<file path="src/core/pms_pkg.sv">
package pms_pkg;
	localparam int unsigned CLK_HZ = 20000000;
	localparam int unsigned SLOW_HZ = 32768;
	localparam int unsigned SLOW_DIV = CLK_HZ / SLOW_HZ;
	localparam int unsigned THERM_DEB_US = 8000;
	localparam int unsigned THERM_DEB_CYC = (THERM_DEB_US * (CLK_HZ / 1000000));
	localparam int unsigned BTN_LONG_MS = 4000;
	localparam int unsigned BTN_LONG_CYC = BTN_LONG_MS * (CLK_HZ / 1000);
	localparam int unsigned STBY_SYNC_TICKS = 3;
	localparam logic [7:0] PWR_CTRL_ADDR = 8'h1b;
	localparam logic [7:0] PWR_CTRL_RST = 8'h10;
	localparam int unsigned STBY_INV_BIT = 6;
	localparam int unsigned STBY_DLY_LO = 4;
	localparam int unsigned STBY_DLY_HI = 5;
	localparam int unsigned NUM_BUCK = 4;
	localparam int unsigned NUM_WARN = 4;

	typedef enum logic [4:0] {
		ST_OFF = 5'h01,
		ST_COIN = 5'h02,
		ST_SLEEP = 5'h04,
		ST_STBY = 5'h08,
		ST_ON = 5'h10
	} pms_state_t;

	typedef struct packed {
		logic button_config_bit;
		logic button_reset_enable_bit;
		logic auto_restart_bit;
		logic low_power_state_retention;
		logic [NUM_BUCK-1:0] sleep_mode_enable_bit;
	} pms_cfg_t;

	typedef struct packed {
		logic wr;
		logic rd;
		logic [7:0] addr;
		logic [7:0] wdata;
	} pms_reg_req_t;
endpackage

</file>
<file path="src/core/pms_top.sv">
// Notes on behaviour
// - Each of four temperature warnings raises an event on both crossing directions.
// - Overtemperature shuts down only after persisting through 8.0 ms.
// - While thermally protected, turn-on is ignored until temperature falls below release.
// - Power-up allowed only after input supply crossed the rising undervoltage threshold.
// - Register access is refused in coin cell state.
// - Interrupt output may be active only in sleep, standby and on.
// - Enter on with supply good and button asserted; release host reset there.
// - From on, supply falling below threshold moves to coin cell.
// - Off drives host reset low; only core and backup supplies stay up.
// - Config 0 with sleep disabled: power off as soon as button is low.
// - Config 1, sleep off, reset enabled: power off after button low 4.0 s.
// - Auto-restart bit makes the device restart after a button power-off from on or standby.
// - Standby request is pin XOR invert bit 6 of power control.
// - Standby pin is ignored outside the on and standby states.
// - Leave standby back to on once standby request deasserts.
// - At first power-up standby regulator settings copy the on settings.
// - Standby delay field bits 5:4 holds off response 0 to 3 slow periods.
// - Standby input is synchronised over three extra slow clock cycles.
// - Button-off with sleep enabled enters sleep; button asserted leaves it.
// - In sleep, bucks with sleep bit 0 turn off, others run PFM at off set point.
// - Retention option keeps first and third linear regulators in low power in sleep.
// - Coin cell rejects turn-on, holds reset low, goes off when supply returns.
// - From standby or on, thermal shutdown or button-off with sleep disabled goes off.
module pms_top
	import pms_pkg::*;
#(
	parameter int unsigned THERM_DEB = THERM_DEB_CYC,
	parameter int unsigned BTN_LONG = BTN_LONG_CYC
) (
	input wire logic clk_i,
	input wire logic rst_n_i,
	input wire logic power_button_in_i,
	input wire logic standby_pin_i,
	input wire logic vin_above_uv_i,
	input wire logic temp_over_i,
	input wire logic [NUM_WARN-1:0] temp_warn_sense_bits_i,
	input wire logic irq_pending_i,
	input pms_cfg_t cfg_i,
	input pms_reg_req_t reg_req_i,
	input wire logic [7:0] on_setting_i,
	output logic [7:0] reg_rdata_o,
	output logic reg_ack_o,
	output logic reg_refused_o,
	output logic [NUM_WARN-1:0] temp_warn_event_o,
	output logic interrupt_out_n_o,
	output logic host_reset_out_n_o,
	output pms_state_t state_o,
	output logic [NUM_BUCK-1:0] buck_en_o,
	output logic [NUM_BUCK-1:0] buck_pfm_o,
	output logic buck_use_off_setpoint_o,
	output logic linear_reg_first_lp_o,
	output logic linear_reg_third_lp_o,
	output logic regs_enable_o,
	output logic standby_active_o,
	output logic [7:0] stby_setting_o
);
	pms_state_t state_ff, nxt_state;
	logic [7:0] pwr_ctrl_ff;
	logic [NUM_WARN-1:0] warn_prev_ff;
	logic [31:0] deb_cnt_ff;
	logic therm_prot_ff;
	logic [31:0] btn_cnt_ff;
	logic btn_long_ff;
	logic uv_armed_ff;
	logic restart_ff;
	logic first_up_ff;
	logic [15:0] div_ff;
	logic tick;
	logic stby_raw;
	logic stby_req;
	logic btn_off;
	logic all_sleep_off;
	logic retain_lp;

	function automatic logic in_active(input pms_state_t s);
		in_active = (s == ST_ON) || (s == ST_STBY) || (s == ST_SLEEP);
	endfunction

	function automatic logic in_run(input pms_state_t s);
		in_run = (s == ST_ON) || (s == ST_STBY);
	endfunction

	// Slow tick emulates the 32 kHz period from the system clock
	always_ff @(posedge clk_i or negedge rst_n_i) begin
		if (!rst_n_i) begin
			div_ff <= 16'h0;
		end else if (div_ff == 16'(SLOW_DIV - 1)) begin
			div_ff <= 16'h0;
		end else begin
			div_ff <= div_ff + 16'h1;
		end
	end
	assign tick = (div_ff == 16'(SLOW_DIV - 1));

	// Pin matters in on and standby; in standby it keeps its level so exit can be seen
	assign stby_raw = in_run(state_ff) ?
		(standby_pin_i ^ pwr_ctrl_ff[STBY_INV_BIT]) : 1'b0;

	pms_stby_sync u_sync (
		.clk_i(clk_i),
		.rst_n_i(rst_n_i),
		.tick_i(tick),
		.req_i(stby_raw),
		.dly_i(pwr_ctrl_ff[STBY_DLY_HI:STBY_DLY_LO]),
		.req_o(stby_req)
	);

	// Register port; refused in coin cell
	always_ff @(posedge clk_i or negedge rst_n_i) begin
		if (!rst_n_i) begin
			pwr_ctrl_ff <= PWR_CTRL_RST;
			reg_rdata_o <= 8'h0;
			reg_ack_o <= 1'b0;
			reg_refused_o <= 1'b0;
		end else begin
			reg_ack_o <= 1'b0;
			reg_refused_o <= 1'b0;
			reg_rdata_o <= 8'h0;
			if (reg_req_i.wr || reg_req_i.rd) begin
				if (state_ff == ST_COIN) begin
					reg_refused_o <= 1'b1;
				end else begin
					reg_ack_o <= 1'b1;
					if (reg_req_i.addr == PWR_CTRL_ADDR) begin
						if (reg_req_i.wr) begin
							pwr_ctrl_ff <= reg_req_i.wdata;
						end
						reg_rdata_o <= pwr_ctrl_ff;
					end
				end
			end
		end
	end

	// Warning edges in both directions
	always_ff @(posedge clk_i or negedge rst_n_i) begin
		if (!rst_n_i) begin
			warn_prev_ff <= '0;
			temp_warn_event_o <= '0;
		end else begin
			warn_prev_ff <= temp_warn_sense_bits_i;
			temp_warn_event_o <= warn_prev_ff ^ temp_warn_sense_bits_i;
		end
	end

	// Overtemperature debounce; protection drops only when comparator releases
	always_ff @(posedge clk_i or negedge rst_n_i) begin
		if (!rst_n_i) begin
			deb_cnt_ff <= 32'h0;
			therm_prot_ff <= 1'b0;
		end else if (!temp_over_i) begin
			deb_cnt_ff <= 32'h0;
			therm_prot_ff <= 1'b0;
		end else if (deb_cnt_ff >= 32'(THERM_DEB - 1)) begin
			therm_prot_ff <= 1'b1;
		end else begin
			deb_cnt_ff <= deb_cnt_ff + 32'h1;
		end
	end

	// Long-press timer; strictly longer than the limit
	always_ff @(posedge clk_i or negedge rst_n_i) begin
		if (!rst_n_i) begin
			btn_cnt_ff <= 32'h0;
			btn_long_ff <= 1'b0;
		end else if (power_button_in_i) begin
			btn_cnt_ff <= 32'h0;
			btn_long_ff <= 1'b0;
		end else if (btn_cnt_ff >= 32'(BTN_LONG)) begin
			btn_long_ff <= 1'b1;
		end else begin
			btn_cnt_ff <= btn_cnt_ff + 32'h1;
		end
	end

	// Undervoltage arm: registered copy of the supply-good input, one cycle behind it; a fall disarms
	always_ff @(posedge clk_i or negedge rst_n_i) begin
		if (!rst_n_i) begin
			uv_armed_ff <= 1'b0;
		end else begin
			uv_armed_ff <= vin_above_uv_i;
		end
	end

	assign all_sleep_off = (cfg_i.sleep_mode_enable_bit == '0);
	assign retain_lp = (nxt_state == ST_SLEEP) && cfg_i.low_power_state_retention;
	assign btn_off = cfg_i.button_config_bit ?
		(btn_long_ff && cfg_i.button_reset_enable_bit) :
		!power_button_in_i;

	always_comb begin
		nxt_state = state_ff;
		case (state_ff)
			ST_OFF: begin
				if (!vin_above_uv_i) begin
					nxt_state = ST_COIN;
				end else if (uv_armed_ff && !therm_prot_ff &&
					(power_button_in_i || restart_ff)) begin
					nxt_state = ST_ON;
				end
			end
			ST_COIN: begin
				if (vin_above_uv_i) begin
					nxt_state = ST_OFF;
				end
			end
			ST_SLEEP: begin
				if (!vin_above_uv_i) begin
					nxt_state = ST_COIN;
				end else if (therm_prot_ff) begin
					nxt_state = ST_OFF;
				end else if (cfg_i.button_config_bit && btn_long_ff &&
					cfg_i.button_reset_enable_bit) begin
					nxt_state = ST_OFF;
				end else if (power_button_in_i) begin
					nxt_state = ST_ON;
				end
			end
			ST_STBY: begin
				if (!vin_above_uv_i) begin
					nxt_state = ST_COIN;
				end else if (therm_prot_ff || (btn_off && all_sleep_off)) begin
					nxt_state = ST_OFF;
				end else if (btn_off) begin
					nxt_state = ST_SLEEP;
				end else if (!stby_req) begin
					nxt_state = ST_ON;
				end
			end
			ST_ON: begin
				if (!vin_above_uv_i) begin
					nxt_state = ST_COIN;
				end else if (therm_prot_ff || (btn_off && all_sleep_off)) begin
					nxt_state = ST_OFF;
				end else if (btn_off) begin
					nxt_state = ST_SLEEP;
				end else if (stby_req) begin
					nxt_state = ST_STBY;
				end
			end
			default: nxt_state = ST_OFF;
		endcase
	end

	always_ff @(posedge clk_i or negedge rst_n_i) begin
		if (!rst_n_i) begin
			state_ff <= ST_OFF;
		end else begin
			state_ff <= nxt_state;
		end
	end

	// Restart request survives only until the next turn-on
	always_ff @(posedge clk_i or negedge rst_n_i) begin
		if (!rst_n_i) begin
			restart_ff <= 1'b0;
		end else if (nxt_state == ST_ON) begin
			restart_ff <= 1'b0;
		end else if (in_run(state_ff) && nxt_state == ST_OFF &&
			!therm_prot_ff && cfg_i.auto_restart_bit) begin
			restart_ff <= 1'b1;
		end
	end

	// Standby settings mirror on settings until the first power-up completes
	always_ff @(posedge clk_i or negedge rst_n_i) begin
		if (!rst_n_i) begin
			first_up_ff <= 1'b1;
			stby_setting_o <= 8'h0;
		end else if (first_up_ff) begin
			stby_setting_o <= on_setting_i;
			if (state_ff == ST_ON) begin
				first_up_ff <= 1'b0;
			end
		end
	end

	// Outputs are registered from the next state so they line up with the state register
	always_ff @(posedge clk_i or negedge rst_n_i) begin
		if (!rst_n_i) begin
			state_o <= ST_OFF;
		end else begin
			state_o <= nxt_state;
		end
	end

	// Masking happens upstream; this stage only gates the pin by state
	always_ff @(posedge clk_i or negedge rst_n_i) begin
		if (!rst_n_i) begin
			interrupt_out_n_o <= 1'b1;
		end else begin
			interrupt_out_n_o <= !(in_active(nxt_state) && irq_pending_i);
		end
	end

	// Host stays in reset whenever its supplies may be down
	always_ff @(posedge clk_i or negedge rst_n_i) begin
		if (!rst_n_i) begin
			host_reset_out_n_o <= 1'b0;
		end else begin
			host_reset_out_n_o <= in_active(nxt_state);
		end
	end

	always_ff @(posedge clk_i or negedge rst_n_i) begin
		if (!rst_n_i) begin
			regs_enable_o <= 1'b0;
			standby_active_o <= 1'b0;
		end else begin
			regs_enable_o <= in_run(nxt_state);
			standby_active_o <= (nxt_state == ST_STBY);
		end
	end

	// Bucks without their sleep bit drop out; the rest run PFM on the off set point
	always_ff @(posedge clk_i or negedge rst_n_i) begin
		if (!rst_n_i) begin
			buck_en_o <= '0;
			buck_pfm_o <= '0;
			buck_use_off_setpoint_o <= 1'b0;
		end else if (nxt_state == ST_SLEEP) begin
			buck_en_o <= cfg_i.sleep_mode_enable_bit;
			buck_pfm_o <= cfg_i.sleep_mode_enable_bit;
			buck_use_off_setpoint_o <= 1'b1;
		end else begin
			buck_en_o <= {NUM_BUCK{in_run(nxt_state)}};
			buck_pfm_o <= '0;
			buck_use_off_setpoint_o <= 1'b0;
		end
	end

	// Retention keeps only the first and third linear regulators, in low power
	always_ff @(posedge clk_i or negedge rst_n_i) begin
		if (!rst_n_i) begin
			linear_reg_first_lp_o <= 1'b0;
			linear_reg_third_lp_o <= 1'b0;
		end else begin
			linear_reg_first_lp_o <= retain_lp;
			linear_reg_third_lp_o <= retain_lp;
		end
	end
endmodule

</file>
<file path="src/core/pms_stby_sync.sv">
module pms_stby_sync
	import pms_pkg::*;
(
	input wire logic clk_i,
	input wire logic rst_n_i,
	input wire logic tick_i,
	input wire logic req_i,
	input wire logic [1:0] dly_i,
	output logic req_o
);
	logic [STBY_SYNC_TICKS-1:0] sync_ff;
	logic [1:0] cnt_ff;
	logic held_ff;

	// Three slow ticks qualify the asynchronous pin
	always_ff @(posedge clk_i or negedge rst_n_i) begin
		if (!rst_n_i) begin
			sync_ff <= '0;
		end else if (tick_i) begin
			sync_ff <= {sync_ff[STBY_SYNC_TICKS-2:0], req_i};
		end
	end

	// Assertion is held off by the programmed count; deassertion is immediate
	always_ff @(posedge clk_i or negedge rst_n_i) begin
		if (!rst_n_i) begin
			cnt_ff <= 2'h0;
			held_ff <= 1'b0;
		end else if (!sync_ff[STBY_SYNC_TICKS-1]) begin
			cnt_ff <= 2'h0;
			held_ff <= 1'b0;
		end else if (!held_ff) begin
			if (cnt_ff >= dly_i) begin
				held_ff <= 1'b1;
			end else if (tick_i) begin
				cnt_ff <= cnt_ff + 2'h1;
			end
		end
	end

	assign req_o = held_ff;
endmodule

</file>
<file path="config.mk">
export PLATFORM = sky130hd
export DESIGN_NAME = pms_top
export DESIGN_NICKNAME = d
export VERILOG_FILES = /design/src/core/pms_pkg.sv /design/src/core/pms_top.sv /design/src/core/pms_stby_sync.sv
export SDC_FILE = /design/constraint.sdc
export NUM_CORES = 1
export LEC_CHECK = 0
export BUFFER_PORTS_ARGS = -buffer_cell sky130_fd_sc_hd__buf_2
export CAP_MARGIN = 5
export CORE_UTILIZATION = 49
export CTS_BUF_LIST = sky130_fd_sc_hd__clkbuf_8
export DETAILED_ROUTE_END_ITERATION = 6
export MAX_ROUTING_LAYER = met4
export PLACE_DENSITY = 0.79
export SLEW_MARGIN = 5
export SYNTH_ARGS = -nofsm -noshare
export SYNTH_HDL_FRONTEND = slang
export SYNTH_SLANG_ARGS = --single-unit
</file>
<file path="constraint.sdc">
create_clock -name clk_i -period 5.3 [get_ports clk_i]
set_input_delay 0 -clock clk_i [delete_from_list [all_inputs] [get_ports clk_i]]
set_output_delay 0 -clock clk_i [all_outputs]
set_load 0.01 [all_outputs]
</file>
== Yosys cells after proc, flatten, opt, wreduce, memory -nomap -nowiden ==
Index checks and enable logic that the tools add are counted.

* Input bits: 45
* Bits in registers: 144
* Output and inout port bits: 42

* $lt $le $gt $ge: 3
* Reductions and logical operators: 25
* Add/subtract/negate cells: 4
* Muxes and demuxes: 48
* Equality and inequality tests: 17
* Bitwise operators: 3

{| class="wikitable"
|+ Operators with widths
! operator !! count
|-
| $mux 32 || 4
|-
| $mux 5 || 15
|-
| $add 32x1->32 const B || 2
|-
| $ge 32x18->1 const B || 1
|-
| $ge 32x27->1 const B || 1
|-
| $pmux 5 s5 || 1
|-
| $mux 8 || 3
|-
| $mux 1 || 18
|-
| $add 16x1->16 const B || 1
|-
| $eq 16x10->1 const B || 1
|-
| $mux 16 || 1
|-
| $logic_and 1x1->1 || 11
|-
| $eq 5x1->1 const B || 2
|-
| $eq 5x3->1 const B || 2
|-
| $eq 5x4->1 const B || 2
|-
| $eq 5x5->1 const B || 2
|-
| $ne 2x2->1 const B || 5
|-
| $eq 8x5->1 const B || 1
|-
| $mux 2 || 4
|-
| $mux 4 || 2
|-
| $logic_or 1x1->1 || 6
|-
| $eq 5x2->1 const B || 1
|-
| $logic_not 4->1 || 1
|-
| $reduce_and 4->1 || 1
|-
| 9 further kinds || 12
|}

== Logic depth before layout (Yosys ltp) ==
* Depth in word-level cells: 13
* Mapped depth: 8
* Mapped depth without buffers: 7

== By module ==
A second synthesis with hierarchy kept.

* Cells, all modules: 604
* Area, all modules: 6,540.0 um^2

{| class="wikitable"
|+ By module, submodules not included
! module !! cells an instance !! sequential area each (um^2) !! instances !! area each (um^2)
|-
| pms_top || 578 || 3,458.3 || 1 || 6,193.4
|-
| pms_stby_sync || 26 || 150.1 || 1 || 346.6
|}

== Worst setup path before layout ==
Ideal clock, no wire load.

* Kind: register -> register
* Start point: register deb_cnt_ff[15]
* End point: register deb_cnt_ff[11]
* Stages on the path, launching flop included: 7
* Period minus slack after synthesis: 2.001 ns
* Path buffers: 1
* Library setup time: 0.123 ns
* Arrival: 1.878 ns
* Slack: 3.299 ns
* Path through: dfrtp_1 -> or4_1 -> o31a_1 -> buf_6 -> nor4_4 -> nand3_1 -> mux2i_1

* Longest elaborated chain between the ends: 2

{| class="wikitable"
|+ Ends and longest elaborated chain
! what !! line !! source
|-
| from (decl) || pms_top.sv:61 || <nowiki>logic [31:0] deb_cnt_ff;</nowiki>
|-
| from (signal assigned) || pms_top.sv:158 || <nowiki>deb_cnt_ff <= deb_cnt_ff + 32'h1;</nowiki>
|-
| $ge 32x18->1 || pms_top.sv:155 || <nowiki>end else if (deb_cnt_ff >= 32'(THERM_DEB - 1)) begin</nowiki>
|-
| $ne 2x2->1 (no source line) || - ||
|}

No other way between the ends.
A chain may end at the register's enable or synchronous reset.

== Worst setup path after layout ==
* Start point: register div_ff[2]
* End point: register u_sync.cnt_ff[1]

* Longest elaborated chain between the ends: 3

{| class="wikitable"
|+ Ends and longest elaborated chain
! what !! line !! source
|-
| from (decl) || pms_top.sv:68 || <nowiki>logic [15:0] div_ff;</nowiki>
|-
| from (signal assigned) || pms_top.sv:91 || <nowiki>div_ff <= div_ff + 16'h1;</nowiki>
|-
| $eq 16x10->1 || pms_top.sv:94 || <nowiki>assign tick = (div_ff == 16'(SLOW_DIV - 1));</nowiki>
|-
| $ne 2x2->1 (no source line) || - ||
|-
| $reduce_and 3->1 (no source line) || - ||
|-
| to (signal assigned) || pms_stby_sync.sv:36 || <nowiki>cnt_ff <= cnt_ff + 2'h1;</nowiki>
|-
| to (decl) || pms_stby_sync.sv:12 || <nowiki>logic [1:0] cnt_ff;</nowiki>
|}

No other way between the ends.

==> impl_metrics.ini <==
[worst_setup_path]
slowest_delay_ns = 0.95
worst_ep_required_time_ns = 5.63
startpoint_type = register
r2r_cells = 5
cp_top_family = simple AND/OR/NAND/NOR gates
end_kind = register
r2r_setup_slack_ns = 2.73
path_max_fanout = 11
crit_buf_inv = 0
path_class = reg -> reg
slowest_stage = nor3_1
cp_num_cells = 5
path_cells = or4_1 > nor3_1 > nand3_1 > xnor2_1 > and2_1
worst-endpoint-arrival_ns = 2.90

[clocking]
clk_path_buf_depth = 2
htreeDepth = 4
cts.root.buffer_cell = clkbuf_8
cts_buffers = 17
clk_pin_slew_ns = 0.08
cts.sinks = 144
cts_resized = 0
cts_tree = built
clkLatencyLatePin_ns = 0.45

[sta]
clock.fmax_ghz = 0.3885
finalHoldViolations = 0
setup_tns_ns = 0
drv_slew = 0
whs_ns = 0.06383
rsz0062_at_grt = no
fin_crit_sh_pct = 48.57
post-route-min-period_ns = 2.574
max_slew_margin_pct = 21.67
tightest_slew_ns = 1.166
finalClockSkew_ns = 0.01076
setup_violations = 0

[route]
num_vias = 4512
route.detailed.drc = 0
wirelength_mm = 12.60
drt_iter0_markers = 299
vias_per_cell = 5.253
drt.antenna.violating_nets = 0
avgRoutedWirePerCell_um = 14.66
dr.pass1.iters = 4

[grt]
antenna_found_initial = 0
grt_max_degree = 89
track_usage_pct = 21.36
grt_first_pass_wirelength_mm = 21.19
grt_pass1_vias = 4587
grt_overflow_total = 0

[yosys]
yosysMostFrequentCell = dfrtp_1
synth_top_area_cell = dfrtp_1
syn_nets = 608
synth_top_area_share_pct = 55.73
synth-edff-count = 0
synth_ff_type = dfrtp_1
synth_cell_types = 48
netlist_top_cells_area = dfrtp_1 56%, xor2_1 5.6%, and2_1 4.7%, mux2_2 3.4%, nor2_1 2.7%
ys_ff_latch = 144
synth.avg_cell_area_um2 = 11.31
netlist_area_um2 = 6286
synth_commonest_cells = 140 x dfrtp_1, 47 x and2_1, 46 x nor2_1
synthArstFlopShare_pct = 100.0
ys_warn_count = 0
ys_seq_area_share_pct = 57.40
syn_inst = 556

[min_path]
hold_path_depth = 2
hold_path.class = in -> reg

[finish]
fillers = 989
register_area_um2 = 3608
final_nets = 726
n_antenna_cell = 0
multi_input_area_um2 = 2537
drive_gt1_share_pct = 20.67
fin_cells = 859
syn2layout_area_growth_pct = 21.50

[run]
drv_cap = 0

[place]
placedCellCount = 792
portBuffers = 86
hpwl_mm = 8.165
place_congestion = 0.8355

[run_status]
status = completed

[floorplan]
dieArea_um2 = 13290
row_count = 41
die_x_um = 115.3
start_util_pct = 50.01
io_pins = 87
core_area_um2 = 12570
die_h_um = 115.3

[power_and_ir_drop]
fin_total_pwr_w = 0.002341
p_leak_nw = 3.842
peakVddDrop_uv = 170.0
power.density_nw_per_um2 = 306.5
[state kept, by name, summed over array words and instances (netlist names), 2 cells and up]
name / cells
btn_cnt_ff: 32
deb_cnt_ff: 32
div_ff: 16
pwr_ctrl_ff: 8
reg_rdata_o: 8
stby_setting_o: 8
state_o: 5
buck_en_o: 4
buck_pfm_o: 4
temp_warn_event_o: 4
warn_prev_ff: 4
u_sync.sync_ff: 3
u_sync.cnt_ff: 2
[final cells by class]
class                   count  share of cell area (%)
clock buffers              18                   3.244
clock inverters            14                   2.572
repair buffers            122                   10.40
flip-flops and latches    144                   47.25
multi-input cells         379                   33.22
well taps                 172                   2.818
inverters                  10                  0.4915
[metrics by stage]
| stage | utilization (%) | cell area [um2] | setup slack [ns] |
|---|---|---|---|
| 5_1_grt | 60.77 | 7637 | 2.536 |
| 3_5_place_dp | 54.45 | 6843 | 2.759 |
| 4_1_cts | 60.77 | 7637 | 2.717 |
| 6_report | 60.77 | 7637 | 2.726 |
| 3_3_place_gp | 54.45 | 6843 | 2.874 |
| 2_1_floorplan | - | 6286 | 3.299 |
[worst paths after layout]
| kind | to | startpoint |
|---|---|---|
| max | u_sync.cnt_ff[1] | div_ff[2] |
| min | deb_cnt_ff[1] | temp_over_i |
| max reg2reg | u_sync.cnt_ff[1] | div_ff[2] |
| min reg2reg | temp_warn_event_o[1] | warn_prev_ff[1] |
| max in group asynchronous | div_ff[12] | rst_n_i |
| min in group asynchronous | btn_cnt_ff[18] | rst_n_i |
[power by group]
part,leakage [nW],internal [W],switching (W)
Sequential,1.95,0.00114,0.0000294
Clock,0.238,0.000565,0.000399
Combinational,1.65,0.0000944,0.000117
Total,3.84,0.00180,0.000546
[metal layers]
layer  track usage, %  part of all wire, %  vias to the layer above
met5                -                    0                        -
met4            10.48                  3.0                        0
met3            4.586                  3.1                       34
met2            33.45                   50                       92
met1            26.35                   44                     2245
li1                 -                    -                     2141
[cell usage in the layout, fill, tap and decap left out, types with 6 or more instances in the layout]
cell type and n:
a21oi_1 7, inv_1 12, nand2b_1 9, nand2_1 27, nor3_1 13, and4_1 7
xnor2_1 17, dfrtp_1 140, mux2_2 19, buf_2 85, nor2b_1 12, nand3_1 22
dlygate4sd3_1 35, nand4_1 17, xor2_1 40, nor4_1 8, clkbuf_8 18, ha_1 7
and3_1 23, nor2_1 46, and2_1 47, o21ai_0 6, clkinv_2 6
[cell families (layout without fill, tap and decap cells)]
group / count (synthesis) / after routing / synth area share (%)
DFF: 144 / 144 / 57.40
adders and majority gates: 7 / 7 / 1.393
buffers and inverters: 33 / 164 / 2.229
muxes: 24 / 24 / 4.200
and+or+nand+nor: 250 / 250 / 22.39
AOI/OAI and AO/OA: 41 / 41 / 4.439
xor gates and xnor gates: 57 / 57 / 7.942
[timing repair]
item,4_1_cts,5_1_grt
hold buffers,35,0
setup buffers,0,0
endpoints found under the hold margin,130,0
No activity file was read; power rests on OpenSTA's default activity.
